## src/sag_pkg.sv

```systemverilog
// shared constants and types of the anti-stall stepper control block
// ============================================================
// Contract
// - anti-stall gain control follows the enable input level.
// - enabled, current drops gradually with load; disabled, it stays at reference.
// - enable, bottom-limit, boost and frequency inputs pass a 0.625 us filter.
// - first bottom select is two-level, second bottom select four-level.
// - bottom limit 60/55/50/45 % when first select low, 80/75/70/65 % when high.
// - boost under rising load limited to 5, 7, 9 or 11 steps.
// - anti-stall suppressed below 675/450/225 Hz at full step; ground short disables.
// - frequency threshold doubles per halving of step size, to 1/32 step.
// - pulled-down threshold input gives the standard detection sensitivity; the code only reports the input in the status register.
// - two open-drain flags code normal, load open, overcurrent, thermal.
// - flags released in normal use, pulled low once a fault is seen.
// - fault held until supply is reapplied or standby is entered.
// - standby input low stops oscillator and bridge; high runs normally.
// - forward direction switch pattern for charge, slow and fast decay.
// - reverse direction switch pattern for charge, slow and fast decay.
// - bridge moves among charge, slow and fast decay on the oscillator clock.
// - chopping frequency is the oscillator frequency divided by sixteen.
// - reference gain one fifth when gain select low, one tenth when high.
// - in serial mode the settings come from the setup register, not pins.
package sag_pkg;
  // ============================================================
  // timing
  localparam int CLK_HZ = 10_000_000;
  localparam int CLK_NS = 1_000_000_000 / CLK_HZ;
  localparam int OSC_DIV = 8;
  localparam int OSC_NS = OSC_DIV * CLK_NS;
  localparam int FILT_NS = 625;
  localparam int FILT_TICKS = (FILT_NS + OSC_NS - 1) / OSC_NS;
  localparam int CHOP_DIV = 16;
  localparam int FAST_TICKS = 6;
  localparam int STEP_FREQ_LIMIT_SEL_HZ0 = 675;
  localparam int STEP_FREQ_LIMIT_SEL_HZ1 = 450;
  localparam int STEP_FREQ_LIMIT_SEL_HZ2 = 225;
  localparam int STEP_FREQ_LIMIT_SEL_CYC0 = (CLK_HZ + STEP_FREQ_LIMIT_SEL_HZ0 - 1) / STEP_FREQ_LIMIT_SEL_HZ0;
  localparam int STEP_FREQ_LIMIT_SEL_CYC1 = (CLK_HZ + STEP_FREQ_LIMIT_SEL_HZ1 - 1) / STEP_FREQ_LIMIT_SEL_HZ1;
  localparam int STEP_FREQ_LIMIT_SEL_CYC2 = (CLK_HZ + STEP_FREQ_LIMIT_SEL_HZ2 - 1) / STEP_FREQ_LIMIT_SEL_HZ2;
  localparam logic [2:0] MAX_RES = 3'h5;
  localparam logic [1:0] LVL_GND = 2'h3;
  // ============================================================
  // current levels in percent, and the boost step base
  localparam logic [6:0] PCT_FULL = 7'h64;
  localparam logic [6:0] BOT_BASE_LO = 7'h3C;
  localparam logic [6:0] BOT_BASE_HI = 7'h50;
  localparam logic [3:0] BOOST_BASE = 4'h5;
  // ============================================================
  // register map, byte addresses
  localparam logic [3:0] REG_CTRL = 4'h0;
  localparam logic [3:0] REG_SETUP = 4'h4;
  localparam logic [3:0] REG_STATUS = 4'h8;
  localparam logic [3:0] REG_LEVEL = 4'hC;
  localparam logic [31:0] CTRL_RST = 32'h0000_0000;
  localparam logic [31:0] SETUP_RST = 32'h0000_0000;
  localparam int CTRL_SERIAL = 0;
  localparam int CTRL_GAIN = 1;
  localparam int CTRL_RES = 2;
  localparam int SET_AGC = 0;
  localparam int SET_CLO = 1;
  localparam int SET_CHI = 2;
  localparam int SET_STEP_FREQ_LIMIT_SEL = 4;
  localparam int SET_BST = 6;
  localparam int LVL_BOT = 8;
  // ============================================================
  typedef enum logic [1:0] {chop_off, chop_charge, chop_fast, chop_slow} sag_chop_t;

  // four-level code: 0 supply short, 1 pull-up, 2 pull-down, 3 ground short
  function automatic logic [6:0] bottom_pct(input logic lo, input logic [1:0] hi);
    logic [6:0] base;
    base = lo ? BOT_BASE_HI : BOT_BASE_LO;
    return base - 7'(5 * hi);
  endfunction

  function automatic logic [3:0] boost_steps(input logic [1:0] code);
    return BOOST_BASE + {1'b0, code, 1'b0};
  endfunction
endpackage

```

## src/sag_chopper.sv

```systemverilog
// constant-current chopper and bridge switch drive for one winding
`timescale 1ns/1ps
module sag_chopper (
  input wire logic mclk,
  input wire logic rst,
  input wire logic run,
  input wire logic osc_tick,
  input wire logic chop_start,
  input wire logic nf,
  input wire logic dir_fwd,
  output logic [3:0] sw
);
  typedef struct packed {
    sag_pkg::sag_chop_t mode;
    logic [3:0] fcnt;
    logic [3:0] sw;
  } sag_chp_t;

  sag_chp_t st, next_st;

  // switch order {upper one, upper two, lower one, lower two}
  function automatic logic [3:0] pattern(input sag_pkg::sag_chop_t m, input logic fwd);
    logic [3:0] p;
    p = 4'h0;
    unique case (m)
      sag_pkg::chop_off: p = 4'h0;
      sag_pkg::chop_charge: p = fwd ? 4'h9 : 4'h6;
      sag_pkg::chop_slow: p = 4'h3;
      sag_pkg::chop_fast: p = fwd ? 4'h6 : 4'h9;
    endcase
    return p;
  endfunction

  always_comb begin
    next_st = st;
    if (!run) begin
      next_st.mode = sag_pkg::chop_off;
      next_st.fcnt = 4'h0;
    end else begin
      unique case (st.mode)
        sag_pkg::chop_off: begin
          if (chop_start) begin
            next_st.mode = sag_pkg::chop_charge;
          end
        end
        // charge may run past a period until the threshold is met
        sag_pkg::chop_charge: begin
          if (nf) begin
            next_st.mode = sag_pkg::chop_fast;
            next_st.fcnt = 4'h0;
          end
        end
        sag_pkg::chop_fast: begin
          if (chop_start) begin
            next_st.mode = sag_pkg::chop_charge;
          end else if (osc_tick) begin
            if (st.fcnt == 4'(sag_pkg::FAST_TICKS - 1)) begin
              next_st.mode = sag_pkg::chop_slow;
            end else begin
              next_st.fcnt = st.fcnt + 4'h1;
            end
          end
        end
        sag_pkg::chop_slow: begin
          if (chop_start) begin
            next_st.mode = sag_pkg::chop_charge;
          end
        end
      endcase
    end
    next_st.sw = pattern(next_st.mode, dir_fwd);
  end

  always_ff @(posedge mclk or posedge rst) begin
    if (rst) begin
      st <= '0;
    end else begin
      st <= next_st;
    end
  end

  assign sw = st.sw;
endmodule

```

## src/sag_ctrl.sv

```systemverilog
// anti-stall, fault flag, standby and chopping control with register slave
//
// The Avalon-MM slave port and the placing of the registers were left to the implementer.
`timescale 1ns/1ps
module sag_ctrl #(
  parameter int STEP_FREQ_LIMIT_SEL_CYC_HI = sag_pkg::STEP_FREQ_LIMIT_SEL_CYC0,
  parameter int STEP_FREQ_LIMIT_SEL_CYC_MID = sag_pkg::STEP_FREQ_LIMIT_SEL_CYC1,
  parameter int STEP_FREQ_LIMIT_SEL_CYC_LOW = sag_pkg::STEP_FREQ_LIMIT_SEL_CYC2
) (
  input wire logic mclk,
  input wire logic rst,
  // register bus
  input wire logic [3:0] avs_address,
  input wire logic avs_read,
  input wire logic avs_write,
  input wire logic [31:0] avs_writedata,
  output logic [31:0] avs_readdata,
  output logic avs_waitrequest,
  // configuration pins
  input wire logic antistall_enable,
  input wire logic bottom_limit_sel_lo,
  input wire logic [1:0] bottom_limit_sel_hi,
  input wire logic [1:0] boost_step_sel,
  input wire logic [1:0] step_freq_limit_sel,
  input wire logic stall_detect_threshold,
  input wire logic standby_n,
  input wire logic motor_supply,
  // analog detector outputs and step timing
  input wire logic thermal_fault,
  input wire logic overcurrent_fault,
  input wire logic load_open_fault,
  input wire logic load_rising,
  input wire logic step_clock,
  input wire logic [1:0] current_reached,
  input wire logic [1:0] phase_fwd,
  // open-drain flags
  input wire logic fault_flag_first_in,
  output logic fault_flag_first_out,
  output logic fault_flag_first_oe,
  input wire logic fault_flag_second_in,
  output logic fault_flag_second_out,
  output logic fault_flag_second_oe,
  // bridge and current setting
  output logic [1:0] upper_switch_one,
  output logic [1:0] upper_switch_two,
  output logic [1:0] lower_switch_one,
  output logic [1:0] lower_switch_two,
  output logic [6:0] current_pct,
  output logic ref_gain_tenth
);
  if (STEP_FREQ_LIMIT_SEL_CYC_HI < 1 || STEP_FREQ_LIMIT_SEL_CYC_MID > 65535 || STEP_FREQ_LIMIT_SEL_CYC_LOW > 65535) begin : g_bad_step_freq_limit_sel
    $error("frequency limit count out of range");
  end

  // ============================================================
  // state
  typedef struct packed {
    logic [1:0] th_s;
    logic [1:0] oc_s;
    logic [1:0] op_s;
    logic [1:0] sb_s;
    logic [1:0] sup_s;
    logic [1:0] ld_s;
    logic [1:0] stp_s;
    logic [1:0] thr_s;
    logic [1:0] nf_s1;
    logic [1:0] nf_s2;
    logic [1:0] dir_s1;
    logic [1:0] dir_s2;
    logic [1:0] fl_s1;
    logic [1:0] fl_s2;
    logic sup_q;
    logic stp_q;
    logic [3:0] osc_cnt;
    logic [3:0] chop_cnt;
    logic th_f;
    logic oc_f;
    logic op_f;
    logic [31:0] ctrl;
    logic [31:0] setup;
    logic ack;
    logic [31:0] rdata;
    logic [15:0] per_cnt;
    logic slow;
    logic [6:0] cur;
    logic [3:0] boost_left;
  } sag_top_t;

  sag_top_t st, next_st;

  logic [7:0] pin_cfg;
  logic [7:0] cfg;
  logic osc_tick;
  logic chop_start;
  logic run;
  logic agc_active;
  logic [1:0] code;
  logic [6:0] bot;
  logic [15:0] lim;
  logic [2:0] res;
  logic sup_rise;
  logic req;
  logic [3:0] sw_ch [2];

  // ============================================================
  // configuration inputs
  sag_filter #(
    .W(8),
    .N(sag_pkg::FILT_TICKS)
  ) u_filt (
    .mclk(mclk),
    .rst(rst),
    .tick(osc_tick),
    .din({boost_step_sel, step_freq_limit_sel, bottom_limit_sel_hi, bottom_limit_sel_lo,
          antistall_enable}),
    .dout(pin_cfg)
  );

  // same field layout as the setup register
  assign cfg = st.ctrl[sag_pkg::CTRL_SERIAL] ? st.setup[7:0] : pin_cfg;

  // ============================================================
  // oscillator and chopping clock, stopped in standby
  assign run = st.sb_s[1] & st.sup_s[1] & ~(st.th_f | st.oc_f | st.op_f);
  assign osc_tick = st.sb_s[1] & (st.osc_cnt == 4'(sag_pkg::OSC_DIV - 1));
  assign chop_start = osc_tick & (st.chop_cnt == 4'(sag_pkg::CHOP_DIV - 1));

  // ============================================================
  // anti-stall settings
  assign bot = sag_pkg::bottom_pct(cfg[sag_pkg::SET_CLO], cfg[sag_pkg::SET_CHI +: 2]);
  assign res = (st.ctrl[sag_pkg::CTRL_RES +: 3] > sag_pkg::MAX_RES) ? sag_pkg::MAX_RES
             : st.ctrl[sag_pkg::CTRL_RES +: 3];

  always_comb begin
    lim = 16'(STEP_FREQ_LIMIT_SEL_CYC_LOW);
    unique case (cfg[sag_pkg::SET_STEP_FREQ_LIMIT_SEL +: 2])
      2'h0: lim = 16'(STEP_FREQ_LIMIT_SEL_CYC_HI);
      2'h1: lim = 16'(STEP_FREQ_LIMIT_SEL_CYC_MID);
      default: lim = 16'(STEP_FREQ_LIMIT_SEL_CYC_LOW);
    endcase
    lim = lim >> res;
  end

  // ground-short setting switches the frequency limit off
  assign agc_active = cfg[sag_pkg::SET_AGC]
                    & ((cfg[sag_pkg::SET_STEP_FREQ_LIMIT_SEL +: 2] == sag_pkg::LVL_GND) | ~st.slow);

  // ============================================================
  // fault coding, thermal beats overcurrent beats load open
  always_comb begin
    if (st.th_f) begin
      code = 2'h3;
    end else if (st.oc_f) begin
      code = 2'h2;
    end else if (st.op_f) begin
      code = 2'h1;
    end else begin
      code = 2'h0;
    end
  end

  assign sup_rise = st.sup_s[1] & ~st.sup_q;
  assign req = avs_read | avs_write;

  // ============================================================
  // next state
  always_comb begin
    next_st = st;
    next_st.th_s = {st.th_s[0], thermal_fault};
    next_st.oc_s = {st.oc_s[0], overcurrent_fault};
    next_st.op_s = {st.op_s[0], load_open_fault};
    next_st.sb_s = {st.sb_s[0], standby_n};
    next_st.sup_s = {st.sup_s[0], motor_supply};
    next_st.ld_s = {st.ld_s[0], load_rising};
    next_st.stp_s = {st.stp_s[0], step_clock};
    next_st.thr_s = {st.thr_s[0], stall_detect_threshold};
    next_st.nf_s1 = current_reached;
    next_st.nf_s2 = st.nf_s1;
    next_st.dir_s1 = phase_fwd;
    next_st.dir_s2 = st.dir_s1;
    next_st.fl_s1 = {fault_flag_first_in, fault_flag_second_in};
    next_st.fl_s2 = st.fl_s1;
    next_st.sup_q = st.sup_s[1];
    next_st.stp_q = st.stp_s[1];

    // oscillator divider
    if (!st.sb_s[1]) begin
      next_st.osc_cnt = 4'h0;
      next_st.chop_cnt = 4'h0;
    end else if (osc_tick) begin
      next_st.osc_cnt = 4'h0;
      next_st.chop_cnt = st.chop_cnt + 4'h1;
    end else begin
      next_st.osc_cnt = st.osc_cnt + 4'h1;
    end

    // sticky faults; a fault still present at the clear wins
    if (!st.sb_s[1] || sup_rise) begin
      next_st.th_f = 1'b0;
      next_st.oc_f = 1'b0;
      next_st.op_f = 1'b0;
    end
    if (st.th_s[1]) begin
      next_st.th_f = 1'b1;
    end
    if (st.oc_s[1]) begin
      next_st.oc_f = 1'b1;
    end
    if (st.op_s[1]) begin
      next_st.op_f = 1'b1;
    end

    // step period measurement, saturating
    if (st.stp_s[1] && !st.stp_q) begin
      next_st.per_cnt = 16'h0000;
      next_st.slow = (st.per_cnt >= lim);
    end else begin
      if (st.per_cnt != 16'hFFFF) begin
        next_st.per_cnt = st.per_cnt + 16'h0001;
      end
      // no edge for longer than the limit means the clock is slow
      if (st.per_cnt >= lim) begin
        next_st.slow = 1'b1;
      end
    end

    // current level, one step per chopping period
    if (!agc_active) begin
      next_st.cur = sag_pkg::PCT_FULL;
      next_st.boost_left = sag_pkg::boost_steps(cfg[sag_pkg::SET_BST +: 2]);
    end else if (chop_start) begin
      if (st.ld_s[1]) begin
        if (st.boost_left != 4'h0 && st.cur < sag_pkg::PCT_FULL) begin
          next_st.cur = st.cur + 7'h01;
          next_st.boost_left = st.boost_left - 4'h1;
        end
      end else begin
        next_st.boost_left = sag_pkg::boost_steps(cfg[sag_pkg::SET_BST +: 2]);
        if (st.cur > bot) begin
          next_st.cur = st.cur - 7'h01;
        end else if (st.cur < bot) begin
          next_st.cur = st.cur + 7'h01;
        end
      end
    end

    // register slave, one wait state per access
    next_st.ack = req & ~st.ack;
    if (req && !st.ack && avs_read) begin
      unique case (avs_address)
        sag_pkg::REG_CTRL: next_st.rdata = {27'h0, st.ctrl[4:0]};
        sag_pkg::REG_SETUP: next_st.rdata = {24'h0, st.setup[7:0]};
        sag_pkg::REG_STATUS: next_st.rdata = {24'h0, st.fl_s2, st.thr_s[1], ~st.sb_s[1],
                                              st.slow, agc_active, code};
        sag_pkg::REG_LEVEL: next_st.rdata = {17'h0, bot, 1'b0, st.cur};
        default: next_st.rdata = 32'h0000_0000;
      endcase
    end
    if (st.ack && avs_write) begin
      if (avs_address == sag_pkg::REG_CTRL) begin
        next_st.ctrl = {27'h0, avs_writedata[4:0]};
      end
      if (avs_address == sag_pkg::REG_SETUP) begin
        next_st.setup = {24'h0, avs_writedata[7:0]};
      end
    end
  end

  always_ff @(posedge mclk or posedge rst) begin
    if (rst) begin
      st <= '0;
      st.ctrl <= sag_pkg::CTRL_RST;
      st.setup <= sag_pkg::SETUP_RST;
      st.cur <= sag_pkg::PCT_FULL;
    end else begin
      st <= next_st;
    end
  end

  // ============================================================
  // bridge channels
  for (genvar i = 0; i < 2; i++) begin : g_ch
    sag_chopper u_chop (
      .mclk(mclk),
      .rst(rst),
      .run(run),
      .osc_tick(osc_tick),
      .chop_start(chop_start),
      .nf(st.nf_s2[i]),
      .dir_fwd(st.dir_s2[i]),
      .sw(sw_ch[i])
    );
    assign upper_switch_one[i] = sw_ch[i][3];
    assign upper_switch_two[i] = sw_ch[i][2];
    assign lower_switch_one[i] = sw_ch[i][1];
    assign lower_switch_two[i] = sw_ch[i][0];
  end

  // ============================================================
  // outputs
  assign avs_waitrequest = req & ~st.ack;
  assign avs_readdata = st.rdata;
  assign fault_flag_first_out = 1'b0;
  assign fault_flag_second_out = 1'b0;
  assign fault_flag_first_oe = code[1];
  assign fault_flag_second_oe = code[0];
  assign current_pct = st.cur;
  assign ref_gain_tenth = st.ctrl[sag_pkg::CTRL_GAIN];
endmodule

```

## src/sag_filter.sv

```systemverilog
// level filter on the oscillator tick for configuration inputs
`timescale 1ns/1ps
module sag_filter #(
  parameter int W = 8,
  parameter int N = sag_pkg::FILT_TICKS
) (
  input wire logic mclk,
  input wire logic rst,
  input wire logic tick,
  input wire logic [W-1:0] din,
  output logic [W-1:0] dout
);
  if (N < 1 || N > 255) begin : g_bad_n
    $error("filter length out of range");
  end

  typedef struct packed {
    logic [W-1:0] s1;
    logic [W-1:0] s2;
    logic [W-1:0] cand;
    logic [7:0] cnt;
    logic [W-1:0] q;
  } sag_filt_t;

  sag_filt_t st, next_st;

  always_comb begin
    next_st = st;
    next_st.s1 = din;
    next_st.s2 = st.s1;
    // any change restarts the stability count
    if (st.s2 != st.cand) begin
      next_st.cand = st.s2;
      next_st.cnt = 8'h00;
    end else if (tick) begin
      // the first tick closes a partial interval, so it never counts
      if (st.cnt == 8'(N)) begin
        next_st.q = st.cand;
      end else begin
        next_st.cnt = st.cnt + 8'h01;
      end
    end
  end

  always_ff @(posedge mclk or posedge rst) begin
    if (rst) begin
      st <= '0;
    end else begin
      st <= next_st;
    end
  end

  assign dout = st.q;
endmodule

```

## config.mk

```make
export PLATFORM = sky130hd
export DESIGN_NAME = sag_ctrl
export DESIGN_NICKNAME = d
export VERILOG_FILES = /design/src/sag_pkg.sv /design/src/sag_chopper.sv /design/src/sag_ctrl.sv /design/src/sag_filter.sv
export SDC_FILE = /design/constraint.sdc
export NUM_CORES = 1
export LEC_CHECK = 0
export BUFFER_PORTS_ARGS = -buffer_cell sky130_fd_sc_hd__buf_4
export CORE_AREA = 2 2 122 148
export DETAILED_ROUTE_END_ITERATION = 16
export DIE_AREA = 0 0 124 150
export GPL_ROUTABILITY_DRIVEN = 0
export PLACE_DENSITY = 0.73
export SLEW_MARGIN = 20
export SYNTH_ARGS = -nofsm -noshare
export SYNTH_HDL_FRONTEND = slang
export SYNTH_HIERARCHICAL = 1
export SYNTH_SLANG_ARGS = --single-unit
```

## constraint.sdc

```tcl
create_clock -name mclk -period 3.95 [get_ports mclk]
set_input_delay 0.79 -clock mclk [delete_from_list [all_inputs] [get_ports mclk]]
set_output_delay 0.79 -clock mclk [all_outputs]
set_load 0.01 [all_outputs]
```

==> impl_metrics.toml, run 1 <==
[logic_synthesis]
yosysWarnings = 6
synth_area_leaders = "dfrtp_1, ha_1, buf_4"
async_flop_share_pct = 100.0
syn-cell-area_sq_um = 8471
yosys-top-cells-count = "dfrtp_1, buf_4, nand2_1"
syn_inst = 813
synth_area_per_cell_sq_um = 10.42
synth_top_area_cell = "dfrtp_1"
synth_ff_type = "dfrtp_1"
synth_edf_count = 0
synth.distinct_cells = 77
synth-seq-cells = 158
seq_area_frac_synth_pct = 46.72
synth.most_common_cell = "dfrtp_1"
synth_top_area_share_pct = 45.79

[cts]
cts_tree = "yes"
clock_latency_ns = 0.43
htree_num_levels = 4
clk_pin_slew_ns = 0.06
cts_sinks = 158
cts-root-buf = "clkbuf_16"
cts_buffer_depth = 2
ctsHoldBuffers = 0
post-cts-setup-buffers = 0
cts_buffers = 17
postCtsResizedCells = 0

[routing]
drt_first_pass_iters = 5
drcViolationCount = 0
wire_per_inst_microns = 15.23
ant_nets = 0
routed_wl_microns = 16280
vias = 5872
drt-initial-drc-count = 359
avgViaCountPerCell = 5.493

[worst_hold_path]
hp-class = "reg2reg"

[die]
die_y_microns = 150
io_pins = 115
dieArea_sq_um = 18600
core_sq_um = 17240
num_rows = 53
die_width_microns = 124
initial_utilization_pct = 49.13

[place]
post-place-ws_ns = 0.3724
portBuffers = 71
dpl_cell_area_sq_um = 8828
place_inst = 1038
hpwl_microns = 11690

[finish]
drive_above_1_share_pct = 18.96
diodes = 0
syn2layout_area_growth_pct = 10.74
postLayoutCoreUtil_pct = 54.40
finalInstanceArea_sq_um = 9380
nets = 946
layout.cells.non_filler = 1069

[sta]
hold_ws_ns = 0.3464
relSlewSlack_pct = 43.24
max_freq_mhz = 273.9
setup_ws_ns = 0.2989
tns_ns = 0
rsz0062_at_grt = "false"
finalCritPeriodShare_pct = 92.43
hold_viol = 0
worst_pin_slew_ns = 0.8515
setup_viol = 0
finalMaxSlewViolations = 0
finalCriticalPeriod_ns = 3.651
skew_ns = 0.006902

[critical_path]
cp_data_required_time_ns = 4.31
crit_fanout = 5
crit_type = "reg2reg"
cp-start-kind = "register"
arrival_ns = 4.01
critical_path.endpoint_type = "register"

[power_and_ir_drop]
peakVddDrop_v = 0.0003076
powerDensity_nw_per_um2 = 418.3
power_mw = 3.924
total_leakage_power_nw = 4.390

[run_status]
status = "completed"

[global_route]
grt.total_usage_pct = 18.55
grt_max_degree = 73
globalRoute.totalOverflow = 0
grt_pass1_vias = 5620
antenna_found_initial = 0
grt_pass1_wl_microns = 26890

[job]
maxCapViolations = 0
[state kept, by name (all words and copies together) (netlist names), 7 cells and up]
name            flops
u_filt/dout         8
current_pct         7
g_ch.u_chop/sw      8
avs_readdata       15
g_ch.u_chop/st     12
st                 59
u_filt/st          24
next_st            16
u_filt/next_st      8
[cell type report]
class                           instances  area, sq um
Multi-Input combinational cell        535         3811
Inverter                               44        167.7
Clock buffer                           23        488.0
Clock inverter                          8        60.06
Timing Repair Buffer                   81        620.6
Sequential cell                       158         3958
Tap cell                              220        275.3
Fill cell                            1494         7861
[power by group]
part           internal [mW]  switching, mW  total [mW]
Combinational          0.274          0.328       0.601
Sequential              1.71          0.111        1.82
Clock                  0.865          0.635        1.50
[placed cells by master, fill, tap and decap left out, types with 8 or more instances in the layout]
master | Yosys | layout
dfrtp_1 | 155 | 155
buf_4 | 57 | 80
nand2_1 | 53 | 53
nor2_1 | 48 | 48
ha_1 | 47 | 47
inv_1 | 42 | 41
a21oi_1 | 34 | 34
nand3_1 | 27 | 27
o21ai_0 | 26 | 26
mux2_2 | 23 | 23
xor2_1 | 21 | 21
conb_1 | 1 | 19
clkbuf_16 | 0 | 17
a21o_1 | 15 | 15
nand4_1 | 13 | 13
nor3_1 | 14 | 13
mux2i_1 | 12 | 11
or3_1 | 11 | 11
o21ai_1 | 10 | 10
o22ai_1 | 10 | 10
a22o_1 | 10 | 10
xnor2_1 | 9 | 9
o31ai_1 | 8 | 8
[critical path, cell delays in order (launching register included)]
cell,delay (ns)
dfrtp_1,0.47
mux2i_2,0.28
inv_1,0.14
ha_1,0.30
inv_1,0.04
ha_1,0.32
a21oi_1,0.17
xor2_1,0.23
ha_1,0.28
a211oi_1,0.21
o21bai_1,0.13
o221ai_2,0.20
mux2_2,0.37
or3_1,0.30
a21oi_1,0.14
[logic make-up after synthesis]
kind of cell / synth area share [%]
compound gates: 13.44
xor+xnor: 3.102
fa+ha+maj: 6.942
buf+inv: 9.187
flops: 46.72
mux: 6.470
other cells: 0.04427
simple gates: 14.09
[final timing paths]
| path | slack [ns] | start | to | depth (start not counted) |
|---|---|---|---|---|
| worst max-delay path | 0.30 | st[93]$_DFFE_PP0P_ | current_pct[3]$_DFFE_PP0P_ | 14 |
| worst min-delay path | 0.35 | next_st[151]$_DFF_PP0_ | st[151]$_DFF_PP0_ | 0 |
| max in group asynchronous | 2.86 | rst | current_pct[6]$_DFFE_PP1P_ | 3 |
| worst max register to register | 0.30 | st[93]$_DFFE_PP0P_ | current_pct[3]$_DFFE_PP0P_ | 14 |
| worst min register to register | 0.35 | next_st[151]$_DFF_PP0_ | st[151]$_DFF_PP0_ | 0 |
| min in group asynchronous | 0.37 | rst | st[142]$_DFF_PP0_ | 2 |
[per-layer routing]
| layer | GRT usage (%) | share of wire, % |
|---|---|---|
| met3 | 4.002 | 4.1 |
| met4 | 7.640 | 2.2 |
| met1 | 23.45 | 44 |
| met2 | 30.74 | 50 |
| met5 | 0 | 0 |
Note: power is estimated with default switching activity, not from simulation.
==> run 2: changes to the inputs <==
Settings changed: CORE_AREA 2 2 122 148 to 2 2 120 146, DIE_AREA 0 0 124 150 to 0 0 122 148, SYNTH_HIERARCHICAL 1 to default.
==> run 2 against run 1 <==
Against the previous run: worst hold slack lost 0.0046 ns; critical path depth is the same; clock skew grew 0.0081 ns; worst setup slack lost 0.020 ns; largest cell class unchanged.
==> impl_metrics.toml, run 2 <==
[place]
portBuffers = 71
post-place-ws_ns = 0.2500
place_inst = 1019
hpwl_microns = 11250
dpl_cell_area_sq_um = 8610

[sta]
max_freq_mhz = 272.4
rsz0062_at_grt = "false"
finalCriticalPeriod_ns = 3.671
tns_ns = 0
finalMaxSlewViolations = 0
hold_ws_ns = 0.3418
setup_viol = 0
relSlewSlack_pct = 42.48
hold_viol = 0
skew_ns = 0.01498
finalCritPeriodShare_pct = 92.93
setup_ws_ns = 0.2794
worst_pin_slew_ns = 0.8628

[finish]
final_common_cell = "dfrtp_1"
n_fill_cell = 1465
nets = 930
layout.cells.non_filler = 1051
diodes = 0
top_register = "st"
drive_above_1_share_pct = 19.28
syn2layout_area_growth_pct = 12.69
final_cell_mix = "dfrtp_1, buf_4, nor2_1"
postLayoutCoreUtil_pct = 55.57
finalInstanceArea_sq_um = 9220
largest_reg_flops = 59

[power_and_ir_drop]
power_mw = 4.051
powerDensity_nw_per_um2 = 439.3
combPwrFrac_pct = 13.7
peakVddDrop_v = 0.0002848
clkPwrFrac_pct = 41.5
switching_share_pct = 26.49
total_leakage_power_nw = 4.246
p_int_mw = 2.978
pwr-share-seq_pct = 44.8
p_switching_mw = 1.073

[global_route]
antenna_found_initial = 0
globalRoute.totalOverflow = 0
grt_max_degree = 159
grt.total_usage_pct = 18.66
grt_pass1_wl_microns = 26320
grt_pass1_vias = 5515

[cts]
cts-root-buf = "clkbuf_16"
clock_latency_ns = 0.43
cts_buffer_depth = 2
cts_sinks = 158
cts_buffers = 17
cts_tree = "yes"
clk_pin_slew_ns = 0.06
post-cts-setup-buffers = 0
htree_num_levels = 4

[routing]
drt_first_pass_iters = 5
wire_per_inst_microns = 15.07
vias = 5742
ant_nets = 0
routed_wl_microns = 15840
drt-initial-drc-count = 472
avgViaCountPerCell = 5.463
drcViolationCount = 0

[die]
num_rows = 52
initial_utilization_pct = 49.31
core_sq_um = 16590
io_pins = 115
dieArea_sq_um = 18060
die_width_microns = 122
die_y_microns = 148

[logic_synthesis]
synth_top_area_share_pct = 47.41
seq_area_frac_synth_pct = 48.37
synth_ff_type = "dfrtp_1"
synth-seq-cells = 158
synth_edf_count = 0
yosysWarnings = 0
synth_area_leaders = "dfrtp_1, ha_1, buf_4"
yosys-top-cells-count = "dfrtp_1, nor2_1, nand2_1"
synth.distinct_cells = 64
async_flop_share_pct = 100.0
syn-cell-area_sq_um = 8182
synth.most_common_cell = "dfrtp_1"
synth_area_per_cell_sq_um = 10.38
synth_top_area_cell = "dfrtp_1"
syn_inst = 788

[critical_path]
crit_path_frequent_cell = "ha_1"
arrival_ns = 4.03
crit_fanout = 13
cp_slowest_cell = "or3_2"
max_stage_delay_ns = 0.49
crit_path_cell_trace = "mux2i_2 -> inv_1 -> ha_1 -> inv_1 -> ha_1 -> a21oi_1 -> xor2_1 -> ha_1 -> a211oi_1 -> o21bai_1 -> o21ai_0 -> nand2_2 -> or3_2 -> nand3_1"
crit_type = "reg2reg"
cp-start-kind = "register"
critical_path.endpoint_type = "register"
cp_data_required_time_ns = 4.31

[job]
maxCapViolations = 0

[run_status]
status = "completed"

[worst_hold_path]
hp-class = "reg2reg"
-- run 2: worst max-delay path: cells and delay by family (launching register included) --
kind | cells | cell delay [ns]
AOI/OAI and AO/OA | 4 | 0.74
DFF | 1 | 0.45
xor gates and xnor gates | 1 | 0.21
buffers and inverters | 2 | 0.19
adders and majority gates | 3 | 0.90
and+or+nand+nor | 3 | 0.78
muxes | 1 | 0.33
-- run 2: cells by family after synthesis --
group | Yosys count | share of synthesized area (%)
xor gates and xnor gates | 33 | 3.533
adders and majority gates | 46 | 7.035
and+or+nand+nor | 240 | 14.80
DFF | 158 | 48.37
AOI/OAI and AO/OA | 149 | 11.26
buffers and inverters | 112 | 7.723
muxes | 49 | 7.234
other | 1 | 0.04583
-- run 2: layout make-up --
| cell class | instances | area [sq um] | area share (%) |
|---|---|---|---|
| Inverter | 30 | 116.4 | 1.262 |
| Clock buffer | 19 | 442.9 | 4.804 |
| Tap cell | 216 | 270.3 | 2.931 |
| Clock inverter | 13 | 163.9 | 1.778 |
| Multi-Input combinational cell | 536 | 3664 | 39.73 |
| Timing Repair Buffer | 79 | 605.6 | 6.568 |
| Sequential cell | 158 | 3958 | 42.92 |
-- run 2: repair_timing --
item	4_1_cts	5_1_grt
gates resized for setup	0	1
endpoints found under the setup margin	0	3
hold buffers	0	0
endpoints found under the hold margin	0	0
-- run 2: path summary, 6_finish.rpt --
path	from	end	slack [ns]	depth (start not counted)
min in group asynchronous	rst	u_filt.next_st[30]$_DFF_PP0_	0.57	3
min reg2reg	u_filt.next_st[24]$_DFF_PP0_	u_filt.st[24]$_DFF_PP0_	0.34	0
max reg2reg	st[93]$_DFFE_PP0P_	current_pct[5]$_DFFE_PP1P_	0.28	14
max in group asynchronous	rst	u_filt.next_st[25]$_DFF_PP0_	2.73	3
min	u_filt.next_st[24]$_DFF_PP0_	u_filt.st[24]$_DFF_PP0_	0.34	0
max	st[93]$_DFFE_PP0P_	current_pct[5]$_DFFE_PP1P_	0.28	14
-- run 2: power by group through the flow --
stage | sequential [mW] | combinational [mW] | clock (mW)
detailed placement | 1.84 | 0.557 | 0
global route | 1.83 | 0.632 | 1.78
finish | 1.82 | 0.555 | 1.68
CTS | 1.81 | 0.561 | 1.72
global placement | 1.84 | 0.541 | 0
floorplan | 1.79 | 0.469 | 0
-- run 2: routing by layer --
layer	wire length [microns]	GRT usage, %	vias up
met4	326	8.103	0
met5	0	0	-
met3	752	4.321	22
li1	-	-	2779
met2	7818	30.36	129
met1	6946	23.80	2812
